`src/core/imv_pkg.sv`:
```
// package for the interrupt mask and vector block: register indices, field layouts, types
// assumes a single AHB-Lite slave port, word-aligned registers at four times their index
package imv_pkg;

  localparam int NUM_SRC = 24;
  localparam int DATA_W  = 32;
  localparam int EV_W    = 3;

  // register indices; byte address is four times the index
  localparam logic [7:0] IDX_CLR0  = 8'hDA;
  localparam logic [7:0] IDX_CLR1  = 8'hDB;
  localparam logic [7:0] IDX_CLR2  = 8'hDC;
  localparam logic [7:0] IDX_MSK3  = 8'hDE;
  localparam logic [7:0] IDX_MSK2  = 8'hDF;
  localparam logic [7:0] IDX_MSK0  = 8'hE0;
  localparam logic [7:0] IDX_MSK1  = 8'hE1;
  localparam logic [7:0] IDX_VEC   = 8'hE2;
  localparam logic [7:0] IDX_ISTAT = 8'hE3;
  localparam logic [7:0] IDX_ICLR  = 8'hE4;
  localparam logic [7:0] IDX_IEN   = 8'hE5;

  // implemented bits per source group
  localparam logic [7:0] VALID_G0 = 8'hFF;
  localparam logic [7:0] VALID_G1 = 8'h7F;
  localparam logic [7:0] VALID_G2 = 8'h16;
  localparam logic [NUM_SRC-1:0] VALID_ALL = {VALID_G2, VALID_G1, VALID_G0};

  localparam int SWEN_BIT = 7;

  localparam logic [7:0]      MASK_RST = 8'h00;
  localparam logic            SWEN_RST = 1'b0;
  localparam logic [EV_W-1:0] EV_RST   = 3'h0;

  // vector of source i is VEC_BASE + i * VEC_STEP, none pending reads VEC_NONE
  localparam logic [7:0] VEC_BASE = 8'h04;
  localparam logic [7:0] VEC_STEP = 8'h04;
  localparam logic [7:0] VEC_NONE = 8'h00;

  // event status bits
  localparam int EV_PEND   = 0;
  localparam int EV_FLUSH  = 1;
  localparam int EV_SWPOST = 2;

  localparam logic HRESP_OKAY = 1'b0;

  typedef enum logic {
    IMV_BUS_IDLE = 1'b0,
    IMV_BUS_WAIT = 1'b1
  } imv_bus_t;

  typedef struct packed {
    logic              hsel;
    logic [1:0]        htrans;
    logic [31:0]       haddr;
    logic              hwrite;
    logic [2:0]        hsize;
    logic [DATA_W-1:0] hwdata;
    logic              hready;
  } imv_ahb_in_t;

endpackage

```
`src/core/imv_post_bank.sv`:
```
// posted-flag bank: one sticky flag per interrupt source
// assumes set and clear vectors come from logic on the same clock
`timescale 1ns/100ps
module imv_post_bank (
  input  wire logic                        mclk,
  input  wire logic                        sys_rst,
  input  wire logic [imv_pkg::NUM_SRC-1:0] setVec,
  input  wire logic [imv_pkg::NUM_SRC-1:0] clrVec,
  output logic      [imv_pkg::NUM_SRC-1:0] postedVec
);
  import imv_pkg::*;

  typedef struct packed {
    logic [NUM_SRC-1:0] posted;
  } imv_bank_st_t;

  imv_bank_st_t bank_ff;
  imv_bank_st_t nxt_bank;

  always_comb begin
    nxt_bank = bank_ff;
    for (int i = 0; i < NUM_SRC; i++) begin
      // set beats a clear in the same cycle
      nxt_bank.posted[i] = setVec[i] | (bank_ff.posted[i] & ~clrVec[i]);
    end
  end

  always_ff @(posedge mclk or posedge sys_rst) begin
    if (sys_rst) begin
      bank_ff <= '0;
    end else begin
      bank_ff <= nxt_bank;
    end
  end

  assign postedVec = bank_ff.posted;

endmodule

```
`src/core/imv_vec_enc.sv`:
```
// priority encoder: lowest source index wins, gives its vector and a one-hot select
// assumes pending already gated by the masks
`timescale 1ns/100ps
module imv_vec_enc (
  input  wire logic [imv_pkg::NUM_SRC-1:0] pendingVec,
  output logic      [7:0]                  vector,
  output logic      [imv_pkg::NUM_SRC-1:0] winSel
);
  import imv_pkg::*;

  always_comb begin
    vector = VEC_NONE;
    winSel = '0;
    for (int i = NUM_SRC - 1; i >= 0; i--) begin
      if (pendingVec[i]) begin
        vector = 8'(VEC_BASE + 8'(i) * VEC_STEP);
        winSel = '0;
        winSel[i] = 1'b1;
      end
    end
  end

endmodule

```
`src/core/imv_top.sv`:
```
// interrupt mask and vector block: masks, post/clear, vector read and flush, event irq
// assumes one AHB-Lite master, sources and cpu handshake on mclk, single word transfers
// Function
// - a source whose mask bit is zero never becomes pending.
// - a source event posts its flag even while its mask bit is zero.
// - each mask bit acts on its own source and writing one leaves the others alone.
// - a source whose mask bit is one becomes pending when posted and feeds the encoder.
// - with software post off, a written zero clears the posted flag and a one does nothing.
// - with software post on, a written one posts the flag and a zero does nothing.
// - software post enable is bit 7 of the fourth mask register, reset zero, bits 6:0 reserved.
// - third mask register bit 4 is gpio port 2, bit 2 third external line, bit 1 counter wrap.
// - second mask register bits 6 to 0 are interval timer, 1 ms timer, usb active, reset, ep2-0.
// - first mask register bits 7 to 0 are gpio1, sleep, line two, gpio0, spi rx, spi tx, line one, por.
// - mask bits mean masked at zero and unmasked at one, and all reset to zero.
// - reading the vector register returns the vector of the highest priority pending source.
// - any write to the vector register clears all pending interrupts.
// - a posted flag holds until taken or cleared by software, masking does not clear it.
// - the encoder picks the highest pending source and it is taken only with the global enable set.
// - reading a post/clear register shows posted flags in the mask register layout.
//
// Added by the designer: the AHB-Lite slave port.
`timescale 1ns/100ps
module imv_top (
  input  wire logic                        mclk,
  input  wire logic                        sys_rst,
  input  wire imv_pkg::imv_ahb_in_t        ahbIn,
  output logic                             hreadyout,
  output logic      [imv_pkg::DATA_W-1:0]  hrdata,
  output logic                             hresp,
  input  wire logic [imv_pkg::NUM_SRC-1:0] srcEvent,
  input  wire logic                        gieFlag,
  input  wire logic                        cpuTake,
  output logic                             intReq,
  output logic      [7:0]                  intVector,
  output logic                             irqOut
);
  import imv_pkg::*;

  typedef struct packed {
    imv_bus_t           bus;
    logic [7:0]         idx;
    logic               wr;
    logic [NUM_SRC-1:0] mask;
    logic               swEn;
    logic [EV_W-1:0]    stat;
    logic [EV_W-1:0]    ien;
    logic               anyPendPrev;
    logic               intReq;
    logic [7:0]         vec;
    logic               irq;
    logic               readyOut;
    logic [DATA_W-1:0]  rdata;
  } imv_top_st_t;

  imv_top_st_t        top_ff;
  imv_top_st_t        nxt_top;
  logic [NUM_SRC-1:0] postedVec;
  logic [NUM_SRC-1:0] pendingVec;
  logic [NUM_SRC-1:0] winSel;
  logic [7:0]         vecNow;
  logic [NUM_SRC-1:0] setVec;
  logic [NUM_SRC-1:0] clrVec;
  logic [NUM_SRC-1:0] swSet;
  logic [NUM_SRC-1:0] swClr;
  logic [NUM_SRC-1:0] takeClr;
  logic [EV_W-1:0]    evNow;
  logic [EV_W-1:0]    evClr;
  logic               flush;
  logic               accept;
  logic               wrCommit;
  logic [7:0]         wrByte;

  // word index of an address, all ones when outside the block
  function automatic logic [7:0] addrIdx(input logic [31:0] addr);
    if (addr[31:10] != 22'h0) begin
      return 8'hFF;
    end
    return addr[9:2];
  endfunction

  // source group addressed by a post/clear or mask index, 3 when none
  function automatic logic [1:0] groupOf(input logic [7:0] idx);
    unique case (idx)
      IDX_CLR0, IDX_MSK0: return 2'h0;
      IDX_CLR1, IDX_MSK1: return 2'h1;
      IDX_CLR2, IDX_MSK2: return 2'h2;
      default:            return 2'h3;
    endcase
  endfunction

  function automatic logic [7:0] groupByte(input logic [NUM_SRC-1:0] v, input logic [1:0] g);
    unique case (g)
      2'h0:    return v[7:0];
      2'h1:    return v[15:8];
      2'h2:    return v[23:16];
      default: return 8'h00;
    endcase
  endfunction

  function automatic logic [NUM_SRC-1:0] toGroup(input logic [7:0] b, input logic [1:0] g);
    unique case (g)
      2'h0:    return {16'h0000, b};
      2'h1:    return {8'h00, b, 8'h00};
      2'h2:    return {b, 16'h0000};
      default: return '0;
    endcase
  endfunction

  assign pendingVec = postedVec & top_ff.mask;

  imv_post_bank u_bank (
    .mclk      (mclk),
    .sys_rst   (sys_rst),
    .setVec    (setVec),
    .clrVec    (clrVec),
    .postedVec (postedVec)
  );

  imv_vec_enc u_enc (
    .pendingVec (pendingVec),
    .vector     (vecNow),
    .winSel     (winSel)
  );

  always_comb begin
    nxt_top  = top_ff;
    swSet    = '0;
    swClr    = '0;
    evClr    = '0;
    flush    = 1'b0;
    accept   = ahbIn.hsel && ahbIn.htrans[1] && ahbIn.hready;
    wrCommit = (top_ff.bus == IMV_BUS_WAIT) && top_ff.wr;
    wrByte   = ahbIn.hwdata[7:0];
    unique case (top_ff.bus)
      IMV_BUS_IDLE: begin
        if (accept) begin
          nxt_top.bus      = IMV_BUS_WAIT;
          nxt_top.idx      = addrIdx(ahbIn.haddr);
          nxt_top.wr       = ahbIn.hwrite;
          nxt_top.readyOut = 1'b0;
        end
      end
      IMV_BUS_WAIT: begin
        nxt_top.bus      = IMV_BUS_IDLE;
        nxt_top.readyOut = 1'b1;
        nxt_top.rdata    = '0;
        if (top_ff.wr) begin
          unique case (top_ff.idx)
            IDX_CLR0, IDX_CLR1, IDX_CLR2: begin
              if (top_ff.swEn) begin
                swSet = toGroup(wrByte, groupOf(top_ff.idx)) & VALID_ALL;
              end else begin
                swClr = toGroup(~wrByte, groupOf(top_ff.idx)) & VALID_ALL;
              end
            end
            IDX_MSK0, IDX_MSK1, IDX_MSK2: begin
              // only the addressed group changes, reserved bits stay zero
              nxt_top.mask = (top_ff.mask & ~toGroup(8'hFF, groupOf(top_ff.idx)))
                | (toGroup(wrByte, groupOf(top_ff.idx)) & VALID_ALL);
            end
            IDX_MSK3: nxt_top.swEn = wrByte[SWEN_BIT];
            IDX_VEC:  flush = 1'b1;
            IDX_ICLR: evClr = ahbIn.hwdata[EV_W-1:0];
            IDX_IEN:  nxt_top.ien = ahbIn.hwdata[EV_W-1:0];
            default: ;
          endcase
        end else begin
          unique case (top_ff.idx)
            IDX_CLR0, IDX_CLR1, IDX_CLR2: begin
              nxt_top.rdata[7:0] = groupByte(postedVec, groupOf(top_ff.idx));
            end
            IDX_MSK0, IDX_MSK1, IDX_MSK2: begin
              nxt_top.rdata[7:0] = groupByte(top_ff.mask, groupOf(top_ff.idx));
            end
            IDX_MSK3:  nxt_top.rdata[SWEN_BIT] = top_ff.swEn;
            IDX_VEC:   nxt_top.rdata[7:0] = vecNow;
            IDX_ISTAT: nxt_top.rdata[EV_W-1:0] = top_ff.stat;
            IDX_IEN:   nxt_top.rdata[EV_W-1:0] = top_ff.ien;
            default: ;
          endcase
        end
      end
    endcase

    takeClr = (cpuTake && gieFlag) ? winSel : '0;
    setVec  = (srcEvent & VALID_ALL) | swSet;
    clrVec  = swClr | takeClr | (flush ? pendingVec : '0);

    evNow            = '0;
    evNow[EV_PEND]   = (|pendingVec) && !top_ff.anyPendPrev;
    evNow[EV_FLUSH]  = flush;
    evNow[EV_SWPOST] = |swSet;
    // a new event wins over a software clear
    nxt_top.stat        = evNow | (top_ff.stat & ~evClr);
    nxt_top.irq         = |(nxt_top.stat & nxt_top.ien);
    nxt_top.anyPendPrev = |pendingVec;
    nxt_top.intReq      = (|pendingVec) && gieFlag;
    nxt_top.vec         = vecNow;
  end

  always_ff @(posedge mclk or posedge sys_rst) begin
    if (sys_rst) begin
      top_ff          <= '0;
      top_ff.mask     <= {MASK_RST, MASK_RST, MASK_RST};
      top_ff.swEn     <= SWEN_RST;
      top_ff.stat     <= EV_RST;
      top_ff.ien      <= EV_RST;
      top_ff.readyOut <= 1'b1;
    end else begin
      top_ff <= nxt_top;
    end
  end

  assign hreadyout = top_ff.readyOut;
  assign hrdata    = top_ff.rdata;
  assign hresp     = HRESP_OKAY;
  assign intReq    = top_ff.intReq;
  assign intVector = top_ff.vec;
  assign irqOut    = top_ff.irq;

  logic [NUM_SRC-1:0] evMasked;
  logic               wrClr0;
  assign evMasked = srcEvent & ~top_ff.mask & VALID_ALL;
  assign wrClr0   = wrCommit && (top_ff.idx == IDX_CLR0);
endmodule

```
`config.mk`:
```
export PLATFORM = sky130hd
export DESIGN_NAME = imv_top
export DESIGN_NICKNAME = d
export VERILOG_FILES = /design/src/core/imv_pkg.sv /design/src/core/imv_post_bank.sv /design/src/core/imv_vec_enc.sv /design/src/core/imv_top.sv
export SDC_FILE = /design/constraint.sdc
export NUM_CORES = 1
export LEC_CHECK = 0
export ABC_CLOCK_PERIOD_IN_PS = 2800
export BUFFER_PORTS_ARGS = -buffer_cell sky130_fd_sc_hd__clkbuf_2
export CELL_PAD_IN_SITES_DETAIL_PLACEMENT = 0
export CELL_PAD_IN_SITES_GLOBAL_PLACEMENT = 2
export CORE_MARGIN = 5
export CORE_UTILIZATION = 25
export CTS_BUF_LIST = sky130_fd_sc_hd__clkbuf_4
export CTS_CLUSTER_DIAMETER = 60
export DETAILED_ROUTE_END_ITERATION = 16
export GPL_TIMING_DRIVEN = 0
export PLACE_DENSITY_LB_ADDON = 0.1
export SLEW_MARGIN = 15
export SYNTH_ARGS = -nofsm -noshare
export SYNTH_HDL_FRONTEND = slang
export SYNTH_SLANG_ARGS = --single-unit
```
`constraint.sdc`:
```
create_clock -name mclk -period 2.8 [get_ports mclk]
set_clock_uncertainty 0.1 [all_clocks]
set_input_delay 0.14 -clock mclk [delete_from_list [all_inputs] [get_ports mclk]]
set_output_delay 0.14 -clock mclk [all_outputs]
set_load 0.1 [all_outputs]
```
[Word-level counts from Yosys, hierarchy flattened]
Index checks and enable logic that the tools add are counted.
Storage, ports and cells
  bits in writable memories: 0
  word-level logic and storage cells: 253
  input port bits: 100
  memories: 0
  memory bits (read-only): 0
  latch bits: 0
  register bits after elaboration: 85
  output and inout port bits: 44
Cells by class
  div/mod/pow operators: 0
  multiplexer cells: 109
  bitwise logic cells: 85
  reduce and logical (&&, ||, !) cells: 23
  eq/ne operators: 22
  $lt $le $gt $ge: 0
  $mul: 0
  add/sub/neg operators: 0
  shift-type cells: 0
Operators with widths (count)
  2-to-1 mux 24 bit: 29
  2-to-1 mux 21 bit: 11
  case mux 21 bit (3 select lines): 3
  2-to-1 mux 7 bit: 24
  equality test 8 bit (second input constant): 11
  case mux 24 bit (3 select lines): 1
  bitwise AND 24 bit: 2
  bitwise OR 24 bit: 2
  case mux 8 bit (3 select lines): 2
  OR reduction 24 bit: 2
  2-to-1 mux 2 bit: 16
  NOT 1 bit: 25
  bitwise AND 1 bit: 24
  2-to-1 mux 8 bit: 3
  NOT 24 bit: 1
  bitwise OR 1 bit: 24
  bitwise OR 21 x 24 -> 24 bit: 1
  bitwise OR 24 x 21 -> 24 bit: 1
  nonzero test 22 bit: 1
  2-to-1 mux 3 bit: 6
  case mux 3 bit (5 select lines): 1
  case mux 4 bit (3 select lines): 1
  equality test 2 x 1 -> 1 bit (second input constant): 5
  equality test 2 bit (second input constant): 5
  17 further kinds: 38

[Logic depth before layout (Yosys ltp)]
Gate-level depths: netlist of the first run.
  depth after elaboration: 31
  mapped depth: 9

[By module]
Synthesis of the first run repeated with hierarchy kept, for this count alone.
Unflattened totals
  cell total of the unflattened synthesis: 588
  area, all modules: 5550.3 µm²
Modules (own cells, without submodules)
  imv_top: area an instance 4140.2 µm², times used 1, cells each 429
  imv_post_bank: area an instance 874.6 µm², times used 1, cells each 73
  imv_vec_enc: area an instance 535.5 µm², times used 1, cells each 86

[Worst setup path before layout of the first run]
No wires, ideal clock.
  path kind: register to register
  from: register top_ff[76] (netlist name)
  to: register u_bank.bank_ff, in the netlist u_bank.postedVec[5]
  required time: 2.576 ns
  path slack: 0.458 ns
  setup time: 0.124 ns
  data arrival time: 2.118 ns
  path buffers: 2
  period minus slack after synthesis: 2.342 ns
  stages on the path, launching flop included: 8
  path through: dfrtp_1 > buf_6 > or3b_1 > a211o_1 > or4_1 > buf_2 > a311oi_2 > nor2_1
RTL lines
  start, declared: RTL line imv_top.sv:55  | imv_top_st_t top_ff;
  start signal, assigned: RTL line imv_top.sv:210  | top_ff <= nxt_top;
  end signal, assigned: RTL line imv_post_bank.sv:32  | bank_ff <= nxt_bank;
  end, declared: RTL line imv_post_bank.sv:17  | imv_bank_st_t bank_ff;

==> results of run 1 <==
## worst max-delay path by stage
stage,cells after the start,startpoint,slack [ns],to
2_1_floorplan,1,sys_rst,0.45,async pin
3_3_place_gp,7,top_ff[84]$_DFF_PP0_,-1.09,u_bank.postedVec[6]$_DFF_PP0_
3_5_place_dp,8,top_ff[84]$_DFF_PP0_,-0.29,u_bank.postedVec[6]$_DFF_PP0_
4_1_cts,7,u_bank.postedVec[1]$_DFF_PP0_,-0.007,u_bank.postedVec[7]$_DFF_PP0_
5_1_grt,8,top_ff[79]$_DFFE_PP0P_,-0.05,u_bank.postedVec[2]$_DFF_PP0_
6_report,7,top_ff[79]$_DFFE_PP0P_,0.13,u_bank.postedVec[5]$_DFF_PP0_
## cell usage in the layout (no fill, tap or decap), types with 4 or more instances in the layout
cell type / instances
sky130_fd_sc_hd__nand4b_1: 4
sky130_fd_sc_hd__a21boi_0: 11
sky130_fd_sc_hd__nand3b_1: 4
sky130_fd_sc_hd__nand2_1: 56
sky130_fd_sc_hd__dlygate4sd3_1: 33
sky130_fd_sc_hd__nand4_1: 10
sky130_fd_sc_hd__nor4_2: 6
sky130_fd_sc_hd__nor3_1: 12
sky130_fd_sc_hd__nand2b_1: 6
sky130_fd_sc_hd__nand3_1: 11
sky130_fd_sc_hd__a22oi_1: 32
sky130_fd_sc_hd__inv_1: 10
sky130_fd_sc_hd__o2bb2ai_1: 4
sky130_fd_sc_hd__a22o_1: 4
sky130_fd_sc_hd__nor4_1: 7
sky130_fd_sc_hd__and2_1: 12
sky130_fd_sc_hd__o21ai_0: 20
sky130_fd_sc_hd__a211oi_1: 9
sky130_fd_sc_hd__nor2_1: 38
sky130_fd_sc_hd__a21oi_1: 20
sky130_fd_sc_hd__clkbuf_4: 11
sky130_fd_sc_hd__dfrtp_1: 81
sky130_fd_sc_hd__o211ai_1: 6
sky130_fd_sc_hd__a311oi_2: 5
sky130_fd_sc_hd__o22a_1: 10
sky130_fd_sc_hd__clkbuf_2: 82
sky130_fd_sc_hd__or4_1: 4
sky130_fd_sc_hd__clkbuf_1: 14
sky130_fd_sc_hd__mux2_2: 38
sky130_fd_sc_hd__o22ai_1: 5
sky130_fd_sc_hd__conb_1: 28
sky130_fd_sc_hd__buf_4: 47
## kinds of logic after synthesis
group	synth area share
and+or+nand+nor	0.1879
AOI/OAI and AO/OA	0.2326
DFF	0.4014
buffers and inverters	0.09002
muxes	0.08562
xor gates and xnor gates	0.001713
other	0.0007332
## per-layer routing
layer | GRT usage | share of wire
met5 | 0 | 0
met1 | 0.2098 | 0.46
met3 | 0.02601 | 0.043
met4 | 0.06279 | 0.028
met2 | 0.2589 | 0.47
## layout make-up
cell class | instances | area (um2) | share of cell area
diodes | 1 | 2.502 | 0.0003837
plain buffers | 65 | 419.2 | 0.06426
clock buffers | 11 | 82.58 | 0.01266
clock inverters | 5 | 21.27 | 0.003261
inverters | 11 | 43.79 | 0.006714
multi-input cells | 417 | 2766 | 0.4241
flip-flops and latches | 82 | 2053 | 0.3148
well taps | 270 | 337.8 | 0.05179
repair buffers | 116 | 795.8 | 0.1220
## worst max-delay path, cell delays in order (launching register included)
cell and delay, ns:
sky130_fd_sc_hd__dfrtp_1 0.48, sky130_fd_sc_hd__or4b_1 0.58, sky130_fd_sc_hd__a21oi_4 0.24, sky130_fd_sc_hd__nand2_1 0.14
sky130_fd_sc_hd__or4_1 0.43, sky130_fd_sc_hd__buf_2 0.24, sky130_fd_sc_hd__a311oi_2 0.29, sky130_fd_sc_hd__nor2_1 0.07
## synthesized netlist by cell type (12+ instances only)
| library cell | n |
|---|---|
| sky130_fd_sc_hd__dfrtp_1 | 81 |
| sky130_fd_sc_hd__nand2_1 | 57 |
| sky130_fd_sc_hd__buf_4 | 42 |
| sky130_fd_sc_hd__nor2_1 | 39 |
| sky130_fd_sc_hd__mux2_2 | 38 |
| sky130_fd_sc_hd__a22oi_1 | 34 |
| sky130_fd_sc_hd__a21oi_1 | 20 |
| sky130_fd_sc_hd__clkbuf_1 | 20 |
| sky130_fd_sc_hd__o21ai_0 | 20 |
| sky130_fd_sc_hd__and2_1 | 12 |
| sky130_fd_sc_hd__nor3_1 | 12 |
| sky130_fd_sc_hd__nor4_1 | 12 |
## power breakdown
group	leakage (uW)	switching [uW]	internal (uW)	total, uW
combinational	0.00176	426	175	601
clock	0.0000631	437	191	629
sequential	0.000957	36.8	1220	1250
## repair_timing
item                                    CTS  global route
hold buffers                             33             0
endpoints found under the setup margin   30            42
hold endpoints to repair                 84             0
pin swaps                                 0             1
setup buffers                             1             4
resized for setup                         7            10
## stage by stage
stage | utilization | instance area [um2] | setup TNS (ns)
after detailed placement | 0.2964 | 5978 | -2.736
after CTS | 0.3192 | 6437 | -0.007479
after floorplan | - | 5216 | 0
final | 0.3234 | 6523 | 0
after global routing | 0.3234 | 6523 | -0.09938
after global placement | 0.2942 | 5934 | -85.97
==> flow_results.org, run 1 <==
** Place
- Worst slack, placed :: -0.2933 ns
- At the end of routability-driven placement, the weighted congestion stood at 0.8584.
- Number of instances in the placed design :: 925
- The count of buffers added on input and output ports is 76.
- Total half-perimeter wirelength after legalization and detailed placement :: 14310 um

** Synthesis
- Post-synthesis cell type with the largest combined area :: sky130_fd_sc_hd__dfrtp_1
- The synthesized design contains 0 enable-type register cells.
- Top_reg_cell synth :: sky130_fd_sc_hd__dfrtp_1
- Average cell area after synthesis :: 9.300 um2
- During synthesis, Yosys emitted a total of 0 warnings.
- The share of synthesized area in the top cell type comes to 0.3963.
- Async S/R FF share, synth :: 1.000
- Synth top area cells :: sky130_fd_sc_hd__dfrtp_1 40%, sky130_fd_sc_hd__mux2_2 8.4%, sky130_fd_sc_hd__buf_4 6.2%, sky130_fd_sc_hd__a22oi_1 5.0%, sky130_fd_sc_hd__nand2_1 4.2%
- In this run, distinct cell masters in the synthesized netlist total 64.
- Proportion of synthesized chip area in sequential cells :: 0.4014
- Total of flip-flops plus latches after synthesis :: 82
- Cell count after synthesis :: 550
- Syn Std Cell Area :: 5115 um2

** Timing
- The clock period could shrink to 2.666 ns.
- Count of final max-slew check failures :: 0
- Final hold analysis gives a worst-case slack of 0.03523 ns.
- The final-report hold violation count came to 0.
- Relative slew slack :: 0.4690
- In the finished design, the share of the clock period the worst path needs comes to 0.9522.
- RSZ-0062 raised after global routing :: true
- Slew at the pin closest to its max-slew limit :: 0.7899 ns
- Setup violations remaining at the end of the flow were counted as 0.
- Post-route worst setup slack :: 0.1340 ns
- Derived from the worst setup path, the maximum achievable clock frequency is 375.1 MHz.

** Routing
- Post-route DRC violation count :: 0
- Final routed wire length divided by cell count :: 19.03 um
- Antenna Violating Nets Remaining :: 0
- Mean number of vias per cell :: 4.954
- Pre-Repair DR Iteration Count :: 5
- Total number of vias :: 4845
- Count of routing violations after the opening detailed-route iteration :: 311
- Drt total wl :: 18610 um

** GRT
- The number of global-route vias before repair was 4900.
- Wire length of the first global-routing pass :: 28870 um
- Initial antenna violation count :: 1
- For this run, the total global-route usage over all layers was measured as 0.1585.
- Entering global routing, the biggest net connects 44 pins.
- For this run the aggregate overflow at the end of global routing stands at 0.

** Final layout
- Share of cells above drive strength 1 :: 0.2984
- From synthesis to final layout, the design area changed by 27.52%.
- Once layout is complete, the cells apart from fillers number 978.
- Count of nets after finishing :: 802
- Filler cells :: 2200

** Power and ir drop
- For this design the ratio of total power to cell area is 380.7 nW/um2.
- IR analysis of the VDD net gives a maximum drop of 0.1590 mV.
- Final Total Pwr :: 2483 uW
- Summed over all cells, the static leakage comes to 0.002779 uW.

** CTS
- Clock tree from TritonCTS :: built
- Root buffer cell :: sky130_fd_sc_hd__clkbuf_4
- H-tree depth reported by CTS :: 3
- Counting the buffers created by CTS gives 9.
- No sink is reached through more buffers than the 2 on the longest clock path.
- Clock latency on the worst-skew pair, taken at its later pin, is 0.48 ns.
- Clock sink count :: 82
- After clock tree synthesis, the clock-pin slew on the worst setup and hold paths is 0.13 ns.

** Worst setup path
- The setup path with the least slack is of type flip-flop to flip-flop.
- Worst setup slack for register-to-register paths :: 0.13 ns
- The worst register-to-register path has a depth of 7.
- Data on the critical path is required at its endpoint by 3.07 ns.
- Worst reg2reg startpoint :: top_ff[79]$_DFFE_PP0P_
- The worst register-to-register path ends at u_bank.postedVec[5]$_DFF_PP0_.
- Critical-path maximum fanout :: 8
- Data arrives at the worst endpoint at 2.94 ns.
- Setup crit start kind :: flip-flop
- The worst setup path is captured at a flip-flop.

** Floorplan
- Ports placed on the boundary :: 144
- Initial Util :: 0.2536
- Overall die area :: 23420 um2
- Measured along the y axis, the die boundary spans 153.0 um.
- In this run the core area contains 52 standard-cell rows.
- The floorplan step set the die width to 153.0 um.
- The total area inside the core boundary comes to 20170 um2.

** Status
- The flow ran to the end, and the final reports show no timing, DRC or antenna violations.

** Min path
- Along the worst hold path, the cell count comes to 3.
- Tightest Hold Check Type :: input pin to flip-flop
- Endpoint, Worst Hold :: top_ff[47]$_DFF_PP0_
- The worst hold path begins at ahbIn[1].

** Flow run
- The tool flagged a number of max-cap violations equal to 0.
(Power assumes the default switching activity.)
==> inputs of run 2 (changes only) <==
- RECOVER_POWER: default -> 100
==> flow_results.org, run 2 (synthesized netlist as in run 1, its figures left out) <==
** Routing
- The wire length after detailed routing came to 18630 um (+0.10%).
- Antenna Violating Nets Remaining :: 0 (unchanged)
- Total number of vias :: 4836 (-0.19%)
- The routed wirelength normalized by instance count was 19.05 um (+0.10%).
- The first-pass iteration count of the detailed router is 6 (+1).
- The routed via count divided by cell count is 4.945 (-0.19%).
- Post-route DRC violation count :: 0 (unchanged)
- Count of routing violations after the opening detailed-route iteration :: 297 (-4.5%)

** Flow run
- Total of max-cap violations :: 1 (+1)

** Floorplan
- The initial core utilization is 0.2536 (unchanged).
- Overall die area :: 23420 um2 (unchanged)
- Core Footprint :: 20170 um2 (unchanged)
- Width of the die :: 153.0 um (unchanged)
- The number of placement rows is 52 (unchanged).
- Ports placed on the boundary :: 144 (unchanged)
- The overall die height came to 153.0 um (unchanged).

** CTS
- The worst-skew pair later-pin latency was 0.49 ns (about the same).
- The CTS buffer count was 9 (unchanged).
- H-tree depth reported by CTS :: 3 (unchanged)
- The buffer depth of the longest clock path was 2 (unchanged).
- The number of clock sinks was 82 (unchanged).
- Post-CTS clock slew at the launch and capture registers of the worst setup and hold paths :: 0.13 ns (about the same)
- Clock tree synthesis selected as its root buffer the cell sky130_fd_sc_hd__clkbuf_4.
- Clock tree from TritonCTS :: built

** Final layout
- Share of cells above drive strength 1 :: 0.2687 (-0.02970)
- Share of the core filled with cells in the final layout :: 0.3195 (-0.003908)
- Highest-count cells in the layout ignoring fill and taps :: 81 x sky130_fd_sc_hd__dfrtp_1, 69 x sky130_fd_sc_hd__clkbuf_2, 56 x sky130_fd_sc_hd__nand2_1
- Count of nets after finishing :: 802 (unchanged)
- The number of fill cells in the layout is 2219 (+0.86%).
- Relative to the synthesized area, the layout overhead comes to 25.98%.
- Most frequent standard cell in the layout excluding fill and tap cells :: sky130_fd_sc_hd__dfrtp_1

** Status
- Run status :: complete, but fails checks
- Violated checks :: max-capacitance violations, max-slew violations

** Timing
- Highest attainable clock frequency :: 375.1 MHz (about the same)
- Final critical-path required period :: 2.666 ns (+0.00008100 ns)
- The final hold slack came to 0.03396 ns (-0.001269 ns).
- The final worst setup slack is 0.1339 ns (-0.00008100 ns).
- Relative slew slack :: -0.04753 (-0.5165)
- # setup viols final :: 0 (unchanged)
- Post-route clock period utilization :: 0.9522 (about the same)
- Setup repair after global routing could not meet its margin everywhere.
- The number of max-slew violations in the final report came to 41 (+41).
- Final TNS setup :: 0 ns (unchanged)
- Final count of hold timing violations :: 0 (unchanged)
- The slew at the pin closest to its max-slew limit was 1.570 ns (+0.7796 ns).

** Worst setup path
- Critical-path maximum fanout :: 8 (unchanged)
- Type of the worst setup path :: flip-flop to flip-flop
- The critical path data required time came to 3.07 ns (about the same).
- The critical path starts at top_ff[79]$_DFFE_PP0P_.
- Critical path, cell by cell :: or4b_1 -> a21oi_2 -> nand2_1 -> or4_1 -> buf_2 -> a311oi_2 -> nor2_1
- The sum of buffers and inverters on the critical path is 1 (unchanged).
- Worst reg2reg startpoint :: top_ff[79]$_DFFE_PP0P_
- The slowest stage of the critical path belongs to the cell sky130_fd_sc_hd__or4b_1.
- STA classifies the critical path startpoint as a flip-flop.
- The minimum setup slack among reg-to-reg paths was 0.13 ns (about the same).
- Worst R2R End :: u_bank.postedVec[5]$_DFF_PP0_
- Top delay family on crit path :: simple AND/OR/NAND/NOR gates
- Following the worst setup path forward leads to its endpoint at u_bank.postedVec[5]$_DFF_PP0_.
- Largest stage delay, worst path :: 0.54 ns (-0.04 ns)
- The count of cells along the worst register-to-register path is 7 (unchanged).
- The worst setup path is captured at a flip-flop.
- The total number of cells along the worst setup path came to 7 (unchanged).
- The data arrival at the endpoint of the critical path is 2.94 ns (about the same).

** Power and ir drop
- IR Drop Worst-Case VDD :: 0.1590 mV (about the same)
- Switching part of the total :: 0.3652 (+0.002674)
- The static leakage is 0.002707 uW (-2.6%).
- The part of the total power dissipated in combinational logic came to 0.238 (-0.004).
- Clock network power share :: 0.256 (+0.003)
- Total power density per cell area :: 384.4 nW/um2 (+0.97%)
- The power dissipated by switching net loads was 904.5 uW (+0.48%).
- The overall power of the completed layout came to 2477 uW (-0.25%).
- The internal power component is 1572 uW (-0.67%).
- The sequential share of power is 0.506 (about the same).

** Place
- Number of port buffers :: 76 (unchanged)
- The post-place setup slack is -0.2933 ns (unchanged).
- Total half-perimeter wirelength after legalization and detailed placement :: 14310 um (unchanged)
- Placer Congestion :: 0.8584 (unchanged)

** GRT
- Grt ovf :: 0 (unchanged)
- The global-route wire length before repair came to 28870 um (unchanged).
- The global-route total usage across every layer is 0.1585 (unchanged).
- The number of global-route vias before repair is 4900 (unchanged).
- The pin count of the biggest net entering global routing came to 44 (unchanged).
- Initial antenna violation count :: 1 (unchanged)

** Min path
- Tightest Hold Check Type :: input pin to flip-flop
-- run 2: cell types whose count changed in the layout (fill, tap and decap cells not counted), sizes merged --
| cell | previous run | this run |
|---|---|---|
| buf | 52 | 46 |
| clkbuf | 107 | 113 |
-- run 2: repair_timing --
action,in CTS,in global routing
hold buffers,33,0
pin swaps,0,1
endpoints found under the hold margin,84,0
gates resized for setup,7,10
endpoints found under the setup margin,30,42
buffers inserted,1,4
-- run 2: area by class of cell --
class	instances	area (um2)	area share
multi-input cells	417	2759	0.4282
flip-flops and latches	82	2053	0.3186
inverters	11	41.29	0.006408
repair buffers	116	733.2	0.1138
clock buffers	11	82.58	0.01282
plain buffers	65	412.9	0.06408
clock inverters	5	21.27	0.003301
well taps	270	337.8	0.05243
diodes	1	2.502	0.0003883
-- run 2: stage by stage --
step / instances / cell area, um2
2_1_floorplan: 577 / 5216
3_3_place_gp: 923 / 5934
3_5_place_dp: 925 / 5978
4_1_cts: 974 / 6437
5_1_grt: 978 / 6444
6_report: 978 / 6444
-- run 2: worst min-delay path by stage --
| stage | endpoint | depth (start not counted) | start |
|---|---|---|---|
| 6_report | top_ff[47]$_DFF_PP0_ | 3 | ahbIn[1] |
| 5_1_grt | top_ff[47]$_DFF_PP0_ | 3 | ahbIn[1] |
| 4_1_cts | top_ff[47]$_DFF_PP0_ | 3 | ahbIn[1] |
| 3_5_place_dp | u_bank.postedVec[2]$_DFF_PP0_ | 2 | sys_rst |
| 3_3_place_gp | u_bank.postedVec[13]$_DFF_PP0_ | 3 | srcEvent[13] |
| 2_1_floorplan | u_bank.postedVec[10]$_DFF_PP0_ | 2 | srcEvent[10] |
-- run 2: metal layers --
layer	track usage	part of all wire	vias up
met3	0.02601	0.040	26
met5	0	0	-
met1	0.2098	0.46	2380
li1	-	-	2301
met2	0.2589	0.47	129
met4	0.06279	0.028	0
-- run 2: power groups by stage --
| stage | Sequential (uW) | Combinational [uW] | Clock, uW |
|---|---|---|---|
| 2_1_floorplan | 1290 | 414 | 0 |
| 3_3_place_gp | 1270 | 557 | 0 |
| 3_5_place_dp | 1270 | 563 | 0 |
| 4_1_cts | 1250 | 599 | 668 |
| 5_1_grt | 1260 | 625 | 709 |
| 6_report | 1250 | 589 | 635 |
-- run 2: worst reg2reg max path, delay by kind of cell, from the launching register on --
kind / cells / cell delay [ns]
buffers and inverters: 1 / 0.24
and+or+nand+nor: 4 / 1.20
AOI/OAI and AO/OA: 2 / 0.56
DFF: 1 / 0.48
